**src/common/dkrt_cfg.svh**
```systemverilog
// Timing and reset constants for the dual key reset timer.
// Assumes a 100 MHz system clock; all times are given in microseconds.
`ifndef DKRT_CFG_SVH
`define DKRT_CFG_SVH

// ==========================================================
// Clock
`define DKRT_CYC_PER_US     100

// ==========================================================
// Delay and release times in microseconds
`define DKRT_T_DLY_SHORT_US 7500000
`define DKRT_T_DLY_LONG_US  11250000
`define DKRT_T_REL_A_US     234000
`define DKRT_T_DLY_B_US     10000000
`define DKRT_T_REL_B_US     313000
`define DKRT_T_DLY_C_US     10000000
`define DKRT_T_REL_C_US     78000
`define DKRT_T_DLY_D_US     3000000
`define DKRT_T_REL_D_US     187500

// Microseconds to cycles; the largest figure stays below 2**31
`define DKRT_US2CYC(us)     ((us) * `DKRT_CYC_PER_US)

// ==========================================================
// Reset and counter load values
`define DKRT_CNT_ZERO       32'h0000_0000
`define DKRT_CNT_ONE        32'h0000_0001
`define DKRT_PIN_IDLE       2'h3
`define DKRT_STRAP_IDLE     3'h0

`endif

```
**src/common/dkrt_pkg.sv**
```systemverilog
// Types shared by the dual key reset timer.
// Assumes nothing of its surroundings.
package dkrt_pkg;

   // =======================================================
   // Timer state, one-hot
   typedef enum logic [3:0] {
      DKRT_IDLE   = 4'h1,
      DKRT_COUNT  = 4'h2,
      DKRT_ASSERT = 4'h4,
      DKRT_REARM  = 4'h8
   } dkrt_state_t;

   typedef logic [31:0] dkrt_cnt_t;

endpackage : dkrt_pkg

```
**src/rtl/dkrt_top.sv**
```systemverilog
// Dual key reset timer: two active-low key requests, long hold, reset out.
// Assumes key, select and test pins are asynchronous board-level levels
// and that the open-drain wire level is resolved outside this module.
//
// What this block does
// [RULE_01] Reset is asserted only after both keys stay low for the delay.
// [RULE_02] Selectable variant: select low gives 7.5 s, select high 11.25 s.
// [RULE_03] Selectable variant holds reset until either key returns high.
// [RULE_04] Fixed variants release reset after the release time elapses.
// [RULE_05] Fixed variants also release early when either key goes high.
// [RULE_06] Fixed options: 7.5/0.234, 10/0.313, 10/0.078, 3/0.1875 s.
// [RULE_07] Delay and release stay within ten percent of nominal.
// [RULE_08] Main reset is active-low open drain, pulling low only in reset.
// [RULE_09] Push-pull variants also drive an active-high reset output.
// [RULE_10] An unused key input is tied low by the system.
// [RULE_11] The delay select input is tied firmly high or low.
// [RULE_12] Factory test inputs are held low in normal use.
// [RULE_13] A key release during the delay abandons the count without reset.
// [RULE_14] After auto release both keys must be released and pressed again; here the release of either key rearms.
`timescale 1ns/10ps
`include "dkrt_cfg.svh"

module dkrt_top #(
   parameter bit        P_SELECTABLE   = 1'b0,
   parameter bit        P_PUSH_PULL    = 1'b1,
   parameter logic [31:0] P_DLY_CYC    =
      32'(`DKRT_US2CYC(`DKRT_T_DLY_SHORT_US)),
   parameter logic [31:0] P_DLY_LONG_CYC =
      32'(`DKRT_US2CYC(`DKRT_T_DLY_LONG_US)),
   parameter logic [31:0] P_REL_CYC    =
      32'(`DKRT_US2CYC(`DKRT_T_REL_A_US))
) (
   // Clock and reset
   input  wire logic i_sys_clk,
   input  wire logic i_sys_rst,
   // Key requests, active low, asynchronous
   input  wire logic i_key_request_a_n,
   input  wire logic i_key_request_b_n,
   // Straps, asynchronous
   input  wire logic i_delay_sel,
   input  wire logic i_factory_test_a,
   input  wire logic i_factory_test_b,
   // Open-drain reset, active low
   output logic      o_reset_od_out,
   output logic      o_reset_od_oe,
   // Push-pull reset, active high
   output logic      o_reset_out_push_pull_high
);

   // =======================================================
   // Input synchronisers
   // Two flops per pin; only the second stage is read.
   logic [1:0] key_s1_r;
   logic [1:0] key_s2_r;
   logic [2:0] strap_s1_r;
   logic [2:0] strap_s2_r;

   always_ff @(posedge i_sys_clk) begin
      if (i_sys_rst) begin
         key_s1_r   <= `DKRT_PIN_IDLE;
         key_s2_r   <= `DKRT_PIN_IDLE;
         strap_s1_r <= `DKRT_STRAP_IDLE;
         strap_s2_r <= `DKRT_STRAP_IDLE;
      end else begin
         key_s1_r   <= {i_key_request_b_n, i_key_request_a_n};
         key_s2_r   <= key_s1_r;
         strap_s1_r <= {i_factory_test_b, i_factory_test_a, i_delay_sel};
         strap_s2_r <= strap_s1_r;
      end
   end

   // Both keys pressed together; test mode keeps the timer parked.
   // An unused key tied low leaves the other in sole control. [RULE_10]
   logic both_low;
   logic test_mode;
   assign test_mode = strap_s2_r[1] | strap_s2_r[2];           // [RULE_12]
   assign both_low  = (key_s2_r == 2'h0) & ~test_mode;

   // =======================================================
   // Timer state machine
   dkrt_pkg::dkrt_state_t state_r;
   dkrt_pkg::dkrt_state_t state_nxt;
   dkrt_pkg::dkrt_cnt_t   cnt_r;
   dkrt_pkg::dkrt_cnt_t   cnt_nxt;
   dkrt_pkg::dkrt_cnt_t   dly_lim_r;
   dkrt_pkg::dkrt_cnt_t   dly_lim_nxt;
   logic                  od_oe_r;
   logic                  od_oe_nxt;
   logic                  pp_r;
   logic                  pp_nxt;

   // Next state, counter and outputs
   // Exact cycle counts land well inside the ten percent band. [RULE_07]
   always_comb begin
      state_nxt   = state_r;
      cnt_nxt     = cnt_r;
      dly_lim_nxt = dly_lim_r;
      case (state_r)
         dkrt_pkg::DKRT_IDLE: begin
            cnt_nxt = `DKRT_CNT_ZERO;
            if (both_low) begin
               state_nxt = dkrt_pkg::DKRT_COUNT;
               // Strap read at the start of each hold   [RULE_02]
               if (P_SELECTABLE && strap_s2_r[0]) begin
                  dly_lim_nxt = P_DLY_LONG_CYC;
               end else begin
                  dly_lim_nxt = P_DLY_CYC;                  // [RULE_06]
               end
               cnt_nxt = `DKRT_CNT_ONE;
            end
         end
         dkrt_pkg::DKRT_COUNT: begin
            if (!both_low) begin
               // Abandon without reset; restart from zero [RULE_13]
               state_nxt = dkrt_pkg::DKRT_IDLE;
               cnt_nxt   = `DKRT_CNT_ZERO;
            end else if (cnt_r >= dly_lim_r) begin
               state_nxt = dkrt_pkg::DKRT_ASSERT;           // [RULE_01]
               cnt_nxt   = `DKRT_CNT_ONE;
            end else begin
               cnt_nxt = cnt_r + 32'h0000_0001;
            end
         end
         dkrt_pkg::DKRT_ASSERT: begin
            if (!both_low) begin
               // Key release ends reset in every variant [RULE_03] [RULE_05]
               state_nxt = dkrt_pkg::DKRT_IDLE;
               cnt_nxt   = `DKRT_CNT_ZERO;
            end else if (!P_SELECTABLE && cnt_r >= P_REL_CYC) begin
               state_nxt = dkrt_pkg::DKRT_REARM;            // [RULE_04]
               cnt_nxt   = `DKRT_CNT_ZERO;
            end else if (!P_SELECTABLE) begin
               cnt_nxt = cnt_r + 32'h0000_0001;
            end
         end
         dkrt_pkg::DKRT_REARM: begin
            // Needs a release before a new hold counts [RULE_14]
            if (!both_low) begin
               state_nxt = dkrt_pkg::DKRT_IDLE;
            end
         end
         default: begin
            state_nxt = dkrt_pkg::DKRT_IDLE;
            cnt_nxt   = `DKRT_CNT_ZERO;
         end
      endcase
      // Outputs follow the next state, so they change with it
      od_oe_nxt = (state_nxt == dkrt_pkg::DKRT_ASSERT);       // [RULE_08]
      pp_nxt    = P_PUSH_PULL && od_oe_nxt;                  // [RULE_09]
   end

   // State registers
   always_ff @(posedge i_sys_clk) begin
      if (i_sys_rst) begin
         state_r   <= dkrt_pkg::DKRT_IDLE;
         cnt_r     <= `DKRT_CNT_ZERO;
         dly_lim_r <= P_DLY_CYC;
         od_oe_r   <= 1'b0;
         pp_r      <= 1'b0;
      end else begin
         state_r   <= state_nxt;
         cnt_r     <= cnt_nxt;
         dly_lim_r <= dly_lim_nxt;
         od_oe_r   <= od_oe_nxt;
         pp_r      <= pp_nxt;
      end
   end

   // =======================================================
   // Outputs
   // The open-drain level is always low; only the enable moves.
   assign o_reset_od_out             = 1'b0;                 // [RULE_08]
   assign o_reset_od_oe              = od_oe_r;
   assign o_reset_out_push_pull_high = pp_r;

   // =======================================================
   // Checks
   a_assert_after_hold: assert property ( // [RULE_01]
      @(posedge i_sys_clk) disable iff (i_sys_rst)
      $rose(o_reset_od_oe) |->
         $past(state_r) == dkrt_pkg::DKRT_COUNT &&
         $past(cnt_r) >= $past(dly_lim_r) && $past(both_low))
      else $error("reset asserted without a full hold");

   a_delay_pick: assert property ( // [RULE_02]
      @(posedge i_sys_clk) disable iff (i_sys_rst)
      state_r == dkrt_pkg::DKRT_COUNT |->
         dly_lim_r == ((P_SELECTABLE && $past(strap_s2_r[0]) &&
            $past(state_r) == dkrt_pkg::DKRT_IDLE) ? P_DLY_LONG_CYC :
            ($past(state_r) == dkrt_pkg::DKRT_IDLE ? P_DLY_CYC :
             $past(dly_lim_r))))
      else $error("wrong delay limit chosen");

   a_sel_hold: assert property ( // [RULE_03]
      @(posedge i_sys_clk) disable iff (i_sys_rst)
      P_SELECTABLE && o_reset_od_oe && both_low |=> o_reset_od_oe)
      else $error("selectable reset dropped while keys held");

   a_auto_release: assert property ( // [RULE_04]
      @(posedge i_sys_clk) disable iff (i_sys_rst)
      !P_SELECTABLE && state_r == dkrt_pkg::DKRT_ASSERT &&
         cnt_r >= P_REL_CYC && both_low
         |=> !o_reset_od_oe && state_r == dkrt_pkg::DKRT_REARM)
      else $error("reset not released after release time");

   a_key_release: assert property ( // [RULE_05]
      @(posedge i_sys_clk) disable iff (i_sys_rst)
      o_reset_od_oe && !both_low |=> !o_reset_od_oe ##1 !o_reset_od_oe)
      else $error("reset held after key release");

   a_count_abort: assert property ( // [RULE_13]
      @(posedge i_sys_clk) disable iff (i_sys_rst)
      state_r == dkrt_pkg::DKRT_COUNT && !both_low
         |=> state_r == dkrt_pkg::DKRT_IDLE && cnt_r == `DKRT_CNT_ZERO
             && !o_reset_od_oe)
      else $error("count not abandoned");

   a_rearm_wait: assert property ( // [RULE_14]
      @(posedge i_sys_clk) disable iff (i_sys_rst)
      state_r == dkrt_pkg::DKRT_REARM && both_low
         |=> state_r == dkrt_pkg::DKRT_REARM && !o_reset_od_oe)
      else $error("rearmed without key release");

   a_od_follow: assert property ( // [RULE_08]
      @(posedge i_sys_clk) disable iff (i_sys_rst)
      o_reset_od_oe == (state_r == dkrt_pkg::DKRT_ASSERT) &&
         o_reset_od_out == 1'b0)
      else $error("open drain not tied to reset state");

   a_pp_high: assert property ( // [RULE_09]
      @(posedge i_sys_clk) disable iff (i_sys_rst)
      o_reset_out_push_pull_high == (P_PUSH_PULL && o_reset_od_oe))
      else $error("push-pull reset disagrees");

   a_release_bound: assert property ( // [RULE_07]
      @(posedge i_sys_clk) disable iff (i_sys_rst)
      state_r == dkrt_pkg::DKRT_ASSERT && !P_SELECTABLE
         |-> cnt_r <= P_REL_CYC && cnt_r != `DKRT_CNT_ZERO)
      else $error("release counter out of range");

endmodule : dkrt_top

```
**config.mk**
```make
export PLATFORM = sky130hd
export DESIGN_NAME = dkrt_top
export DESIGN_NICKNAME = d
export VERILOG_FILES = /design/src/common/dkrt_pkg.sv /design/src/rtl/dkrt_top.sv
export VERILOG_INCLUDE_DIRS = /design/src /design/src/common
export SDC_FILE = /design/constraint.sdc
export NUM_CORES = 1
export LEC_CHECK = 0
export BUFFER_PORTS_ARGS = -buffer_cell sky130_fd_sc_hd__buf_2
export CORE_MARGIN = 8
export CORE_UTILIZATION = 50
export CTS_CLUSTER_DIAMETER = 120
export DETAILED_ROUTE_END_ITERATION = 10
export PLACE_DENSITY = 0.7
export SLEW_MARGIN = 25
export SYNTH_ARGS = -nofsm -noshare
export SYNTH_HDL_FRONTEND = slang
export SYNTH_SLANG_ARGS = --single-unit
export TNS_END_PERCENT = 50
```
**constraint.sdc**
```tcl
create_clock -name i_sys_clk -period 2.8 [get_ports i_sys_clk]
set_input_delay 0.42 -clock i_sys_clk [delete_from_list [all_inputs] [get_ports i_sys_clk]]
set_output_delay 0.42 -clock i_sys_clk [all_outputs]
set_load 0.01 [all_outputs]
```
==> summary.md, run 1 <==
| Metric | Value |
|---|---|
| Commonest non-fill, non-tap cell in the layout | `dfxtp_1` |
| Hpwl dp | `3740 um` |
| Syn nets | `315` |
| Grt total ovfl | `0` |
| Worst Skew | `0.00413 ns` |
| Max stage delay on crit path | `around 0.53 ns` |
| Routing usage on met1 | `21.2%` |
| Layout cell share with drive strength beyond 1 | `10.4%` |
| Critical-path top delay cell | `a2111oi_0` |
| Total vias in the final route | `2229` |
| Clk pin slew, worst setup/hold paths | `0.09 ns` |
| DR pass1 iterations | `4` |
| Buffers & Inverters on Critical Path | `1` |
| Full die area | `0.00738 mm2` |
| CTS Buffer Depth | `2` |
| Input/output buffers | `7` |
| Remaining DRCs | `0` |
| Placer Congestion | `0.787` |
| Setup ws final | `roughly 0.3 ns` |
| Overall Power | `roughly 0.0012 W` |
| Worst path required time | `between 3 and 4 ns` |
| Sequential power share | `between 50% and 60%` |
| Main synth FF type | `dfxtp_1` |
| Critical path type | `flop to flop` |
| Synth Cell Area | `approximately 0.0024 mm2` |
| Root Buffer | `clkbuf_8` |
| Die width | `85.9 um` |
| Busiest layer in global routing | `met2` |
| Top Ports | `10` |
| Syn_area_per_cell | `between 7 and 8 um2` |
| Fmax | `400 MHz` |
| Hold Crit Class | `input pin to flop` |
| Maximum vdd drop | `between 0.3 and 0.4 mV` |
| Maxcap violations | `0` |
| Comb pwr share | `1.1%` |
| Count of cell types in the netlist | `55` |
| Worst-margin pin slew | `between 0.6 and 0.7 ns` |
| Area Overhead vs Synth | `8.50%` |
| Syn. warnings | `0` |
| H-tree depth | `2` |
| Total track usage | `15.6%` |
| Post-Route WL | `5430 um` |
| Seq cells post-synth | `45` |
| Initial drt markers | `about 140` |
| Total setup buffers inserted after CTS | `0` |
| Post-CTS Resized | `0` |
| Cts hold-fix bufs | `0` |
| Status | `completed` |
| Nets | `roughly 320` |
| Switching share of total power | `19.5%` |
| Number of synthesized flops with an enable pin | `0` |
| Endpoints failing hold | `0` |
| LEAKAGE | `0.891 nW` |
| PwrDens | `471 mW/mm2` |
| Chip height | `85.9 um` |
| Commonest cells after routing, fill and taps aside | `dfxtp_1, nand2_1, nor2_1, nand3_1, a31oi_1` |
| Post-DR vias/cell | `around 6` |
| Min Tclk post-route | `2.50 ns` |
| Met3 usage | `4.39%` |
| Mapped Cells | `306` |
| Setup WS pre-CTS | `0.317 ns` |
| Global-route wire length before repair | `9240 um` |
| Switching power | `0.000243 W` |
| Ys async rst share | `0%` |
| Largest net degree at the start of global routing | `33` |
| N_diodes | `0` |
| Seq/Total Area, Yosys | `between 30% and 40%` |
| CP Cell Sequence | `a2111oi_0 > o311a_1 > o211ai_4 > a2111oi_4 > buf_12 > or2b_1 > a31oi_1` |
| Setup violations, final | `0` |
| CP arrival | `2.73 ns` |
| RSZ-0062 raised after global routing | `no` |
| Clk pwr share | `roughly 47%` |
| Final TNS setup | `0 ns` |
| Max Transition Viols Final | `0` |
| Standard-cell rows | `25` |
| Post-DRT Antenna Nets | `0` |
| Vias in the first global route | `roughly 2000` |
| Pint | `around 0.0010 W` |
| CTS buffer count | `5` |
| Clock Latency Late Sink | `a little over 0.3 ns` |
| Setup crit end kind | `flop` |
| Clk sinks | `45` |
| CTS tree | `done` |
| Period utilization | `between 80 and 90%` |
| Headroom to the max-slew limit | `approximately 57%` |
| Crit-path leading delay family | `compound AO/OA/AOI/OAI gates` |
| Critical-path maximum fanout | `32` |
| Setup crit start kind | `flop` |
| Starting density of the core | `51.7%` |
| M2 GR Usage | `a little under a quarter` |
| Wirelength per Cell | `14.5 um` |
| Initial antenna violation count | `0` |
| Core area | `0.00472 mm2` |
## area by class of cell
class / count / area, um2
clock buffers: 5 / 68.8
clock inverters: 3 / 65.1
fillers: 441 / 2070
inverters: 6 / 22.5
multi-input cells: 235 / 1410
flip-flops and latches: 45 / 901
well taps: 67 / 83.8
repair buffers: 14 / 100
## metal layers
metal | vias up | wire [um]
met5 | - | 0
met3 | 9 | 284
met2 | 59 | 2360
li1 | 1129 | -
met4 | 0 | 98
met1 | 1032 | 2690
## stage by stage
step                      area [um2]  util [%]  cells  hold slack (ns)
after floorplan                 2440         -    306            0.389
final                           2650      56.1    375            0.297
after detailed placement        2520      53.3    367            0.398
after CTS                       2650      56.1    375            0.290
after global routing            2650      56.1    375            0.280
after global placement          2520      53.3    367            0.390
## power groups by stage
stage	clock network [W]	registers (W)	logic (W)
after floorplan	0	0.000661	0.00000915
after global placement	0	0.000661	0.0000137
after detailed placement	0	0.000661	0.0000142
after CTS	0.000600	0.000646	0.0000143
after global routing	0.000629	0.000647	0.0000159
final	0.000589	0.000646	0.0000143
## synthesized netlist by cell type, drive strengths merged, types with 2 or more instances
cell     count  area, um2
nor2b        8       50.1
or4          3       22.5
nand2       44        165
a22oi        2       15.0
nor2        19       71.3
nor3b        2       15.0
and4         4       35.0
and2         4       25.0
a21oi       16       83.8
nor4         7       43.8
inv          6       22.5
a41oi        4       42.6
o21ai       15       75.1
a22o         3       26.3
buf          6       57.5
or2b         4       30.0
dfxtp       45        901
nand2b       4       25.0
ha           2       25.0
o211ai       3       41.3
a31oi       16        100
or2          5       31.3
clkbuf      14       52.6
and3         8       50.1
nor3         9       45.0
or3          2       12.5
a2111oi      7       86.3
nand4        8       50.1
nand3       19       95.1
nor4bb       2       20.0
## registers in the layout (all words and copies together) (netlist names)
register,count
cnt_r,32
key_s1_r,2
key_s2_r,2
o_reset_out_push_pull_high,1
state_r,4
strap_s1_r,2
strap_s2_r,2
## path summary, 6_finish.rpt
kind / startpoint / to / slack (ns) / depth (start not counted)
hold reg to reg: key_s1_r[1] / key_s2_r[1] / 0.41 / 1
setup reg to reg: cnt_r[18] / cnt_r[12] / 0.30 / 7
setup / recovery: cnt_r[18] / cnt_r[12] / 0.30 / 7
hold / removal: i_key_request_a_n / key_s1_r[0] / 0.30 / 2
## cells by family after synthesis
| group | after synthesis | share of synthesized area, % |
|---|---|---|
| AO/OA/AOI/OAI | 75 | 22.4 |
| buffers and inverters | 26 | 5.43 |
| XOR/XNOR | 2 | 0.717 |
| AND/OR/NAND/NOR | 154 | 33.0 |
| other | 1 | 0.153 |
| adder cells (fa/ha/maj) | 2 | 1.02 |
| flip-flops | 45 | 36.9 |
| multiplexers | 1 | 0.410 |
(Power assumes the default switching activity.)
==> inputs of run 2 (changes only) <==
REMOVE_ABC_BUFFERS = 1   (was not set)
==> summary.md, run 2 (same netlist as run 1, synthesis figures left out) <==
| Metric | Value |
|---|---|
| Post-Route WL | `5490 um (+1.1%)` |
| Hpwl dp | `3850 um (+3.1%)` |
| Maximum vdd drop | `0.403 mV (+27%)` |
| Initial antenna violation count | `0 (unchanged)` |
| N_diodes | `0 (unchanged)` |
| Standard-cell rows | `25 (unchanged)` |
| M2 GR Usage | `24.5% (+1.7 points)` |
| Register with the highest flop count | `cnt_r` |
| Cts hold-fix bufs | `0 (unchanged)` |
| Post-Layout Cell Count | `376 (+0.27%)` |
| Min Tclk post-route | `2.49 ns (-0.00696 ns)` |
| Hold Crit Class | `input pin to flop` |
| Endpoints failing hold | `0 (unchanged)` |
| Maxcap violations | `0 (unchanged)` |
| Largest net degree at the start of global routing | `33 (unchanged)` |
| Period utilization | `89.0% (-0.25 points)` |
| Critical path type | `flop to flop` |
| Setup crit end | `cnt_r[12]` |
| Layout cell share with drive strength beyond 1 | `10.4% (-0.034 points)` |
| Reg2reg start | `cnt_r[13]` |
| Critical R2R Capture | `cnt_r[12]` |
| Routing usage on met1 | `20.3% (-0.82 points)` |
| Post-DR vias/cell | `5.89 (-0.94%)` |
| Setup violations, final | `0 (unchanged)` |
| Status | `completed` |
| CTS buffer count | `5 (unchanged)` |
| Setup crit start kind | `flop` |
| Max Transition Viols Final | `0 (unchanged)` |
| Commonest cells after routing, fill and taps aside | `dfxtp_1, nand2_1, nor2_1, nand3_1, a31oi_1` |
| Full die area | `0.00738 mm2 (unchanged)` |
| Total track usage | `15.9% (+0.27 points)` |
| Nets | `317 (+0.32%)` |
| Post-DRT Antenna Nets | `0 (unchanged)` |
| Fmax | `401 MHz (+0.28%)` |
| Initial drt markers | `181 (+32%)` |
| Setup WS pre-CTS | `0.326 ns (+0.00841 ns)` |
| Clock Latency Late Sink | `0.31 ns (about the same)` |
| Total vias in the final route | `2214 (-0.67%)` |
| Input/output buffers | `7 (unchanged)` |
| Met3 usage | `4.30% (-0.096 points)` |
| H-tree depth | `2 (unchanged)` |
| CP arrival | `2.72 ns (about the same)` |
| Die width | `85.9 um (unchanged)` |
| Setup ws final | `0.307 ns (+0.00696 ns)` |
| CTS Buffer Depth | `2 (unchanged)` |
| Root Buffer | `clkbuf_8` |
| DR pass1 iterations | `4 (unchanged)` |
| Post-layout util | `55.2% (-0.93 points)` |
| RSZ-0062 raised after global routing | `no` |
| Post-CTS Resized | `0 (unchanged)` |
| Placed cells | `368 (+0.27%)` |
| Worst-margin pin slew | `0.598 ns (-0.0470 ns)` |
| Core area | `0.00472 mm2 (unchanged)` |
| Remaining DRCs | `0 (unchanged)` |
| Final TNS setup | `0 ns (unchanged)` |
| Fill count | `429 (-2.7%)` |
| R2R Setup Slk | `0.31 ns (about the same)` |
| Grt total ovfl | `0 (unchanged)` |
| Clk pin slew, worst setup/hold paths | `0.08 ns (about the same)` |
| Placer Congestion | `0.860 (+9.3%)` |
| Critical-path maximum fanout | `32 (unchanged)` |
| Clk sinks | `45 (unchanged)` |
| Global-route wire length before repair | `9380 um (+1.5%)` |
| Vias in the first global route | `2025 (+3.3%)` |
| Reg2Reg Depth | `7 (unchanged)` |
| Headroom to the max-slew limit | `60.1% (+3.1 points)` |
| CTS tree | `done` |
| Commonest non-fill, non-tap cell in the layout | `dfxtp_1` |
| Area Overhead vs Synth | `6.71%` |
| Setup crit end kind | `flop` |
| Top Ports | `10 (unchanged)` |
| Overall Power | `0.00106 W (-15%)` |
| Chip height | `85.9 um (unchanged)` |
| Critical path startpoint | `cnt_r[13]` |
| Starting density of the core | `51.7% (unchanged)` |
| Worst path required time | `3.03 ns (about the same)` |
| Worst Skew | `0.00776 ns (+0.00363 ns)` |
| Largest regs | `cnt_r x32, state_r x4` |
| Total setup buffers inserted after CTS | `0 (unchanged)` |
| Busiest layer in global routing | `met2` |
| PwrDens | `405 mW/mm2 (-14%)` |
| LEAKAGE | `0.873 nW (-2.0%)` |
| Max reg flops | `32 (unchanged)` |
| Wirelength per Cell | `14.6 um (+0.84%)` |
run 2: layout make-up:
class,instances,area (um2),share of cell area (%)
Multi-Input combinational cell,235,1410,54.1
Clock inverter,2,10.0,0.384
Inverter,6,22.5,0.864
Tap cell,67,83.8,3.21
Clock buffer,6,72.6,2.78
Timing Repair Buffer,15,108,4.13
Sequential cell,45,901,34.5
run 2: where the power goes:
part / switching (W) / internal, W / leakage [nW] / total (W)
registers: 0.00000123 / 0.000645 / 0.364 / 0.000646
clock network: 0.000223 / 0.000173 / 0.0450 / 0.000396
logic: 0.00000776 / 0.00000613 / 0.464 / 0.0000139
total: 0.000232 / 0.000824 / 0.873 / 0.00106
run 2: worst max-delay path: stages (launching register included):
cell,delay (ns)
dfxtp_1,0.38
or4_1,0.56
a41oi_2,0.27
o211ai_4,0.16
a2111oi_4,0.43
buf_12,0.23
or2b_1,0.24
a31oi_1,0.15
run 2: how the worst min path moves through the flow:
| stage | end | slack [ns] | from | depth (start not counted) |
|---|---|---|---|---|
| after global placement | key_s2_r[1] | 0.39 | key_s1_r[1] | 1 |
| after floorplan | key_s2_r[0] | 0.39 | key_s1_r[0] | 1 |
| final | key_s1_r[1] | 0.29 | i_key_request_b_n | 2 |
| after global routing | key_s1_r[0] | 0.29 | i_key_request_a_n | 2 |
| after detailed placement | key_s2_r[1] | 0.40 | key_s1_r[1] | 1 |
| after CTS | key_s1_r[1] | 0.29 | i_key_request_b_n | 2 |
run 2: per-stage QoR:
step                hold WS [ns]  area (um2)
floorplan                  0.389        2330
global placement           0.392        2520
detailed placement         0.399        2520
CTS                        0.289        2610
global route               0.287        2610
finish                     0.292        2610
run 2: layer usage:
layer | vias up | routed length [um]
met5 | - | 0
met3 | 10 | 167
met4 | 0 | 114
met2 | 25 | 2520
met1 | 1040 | 2690
li1 | 1139 | -
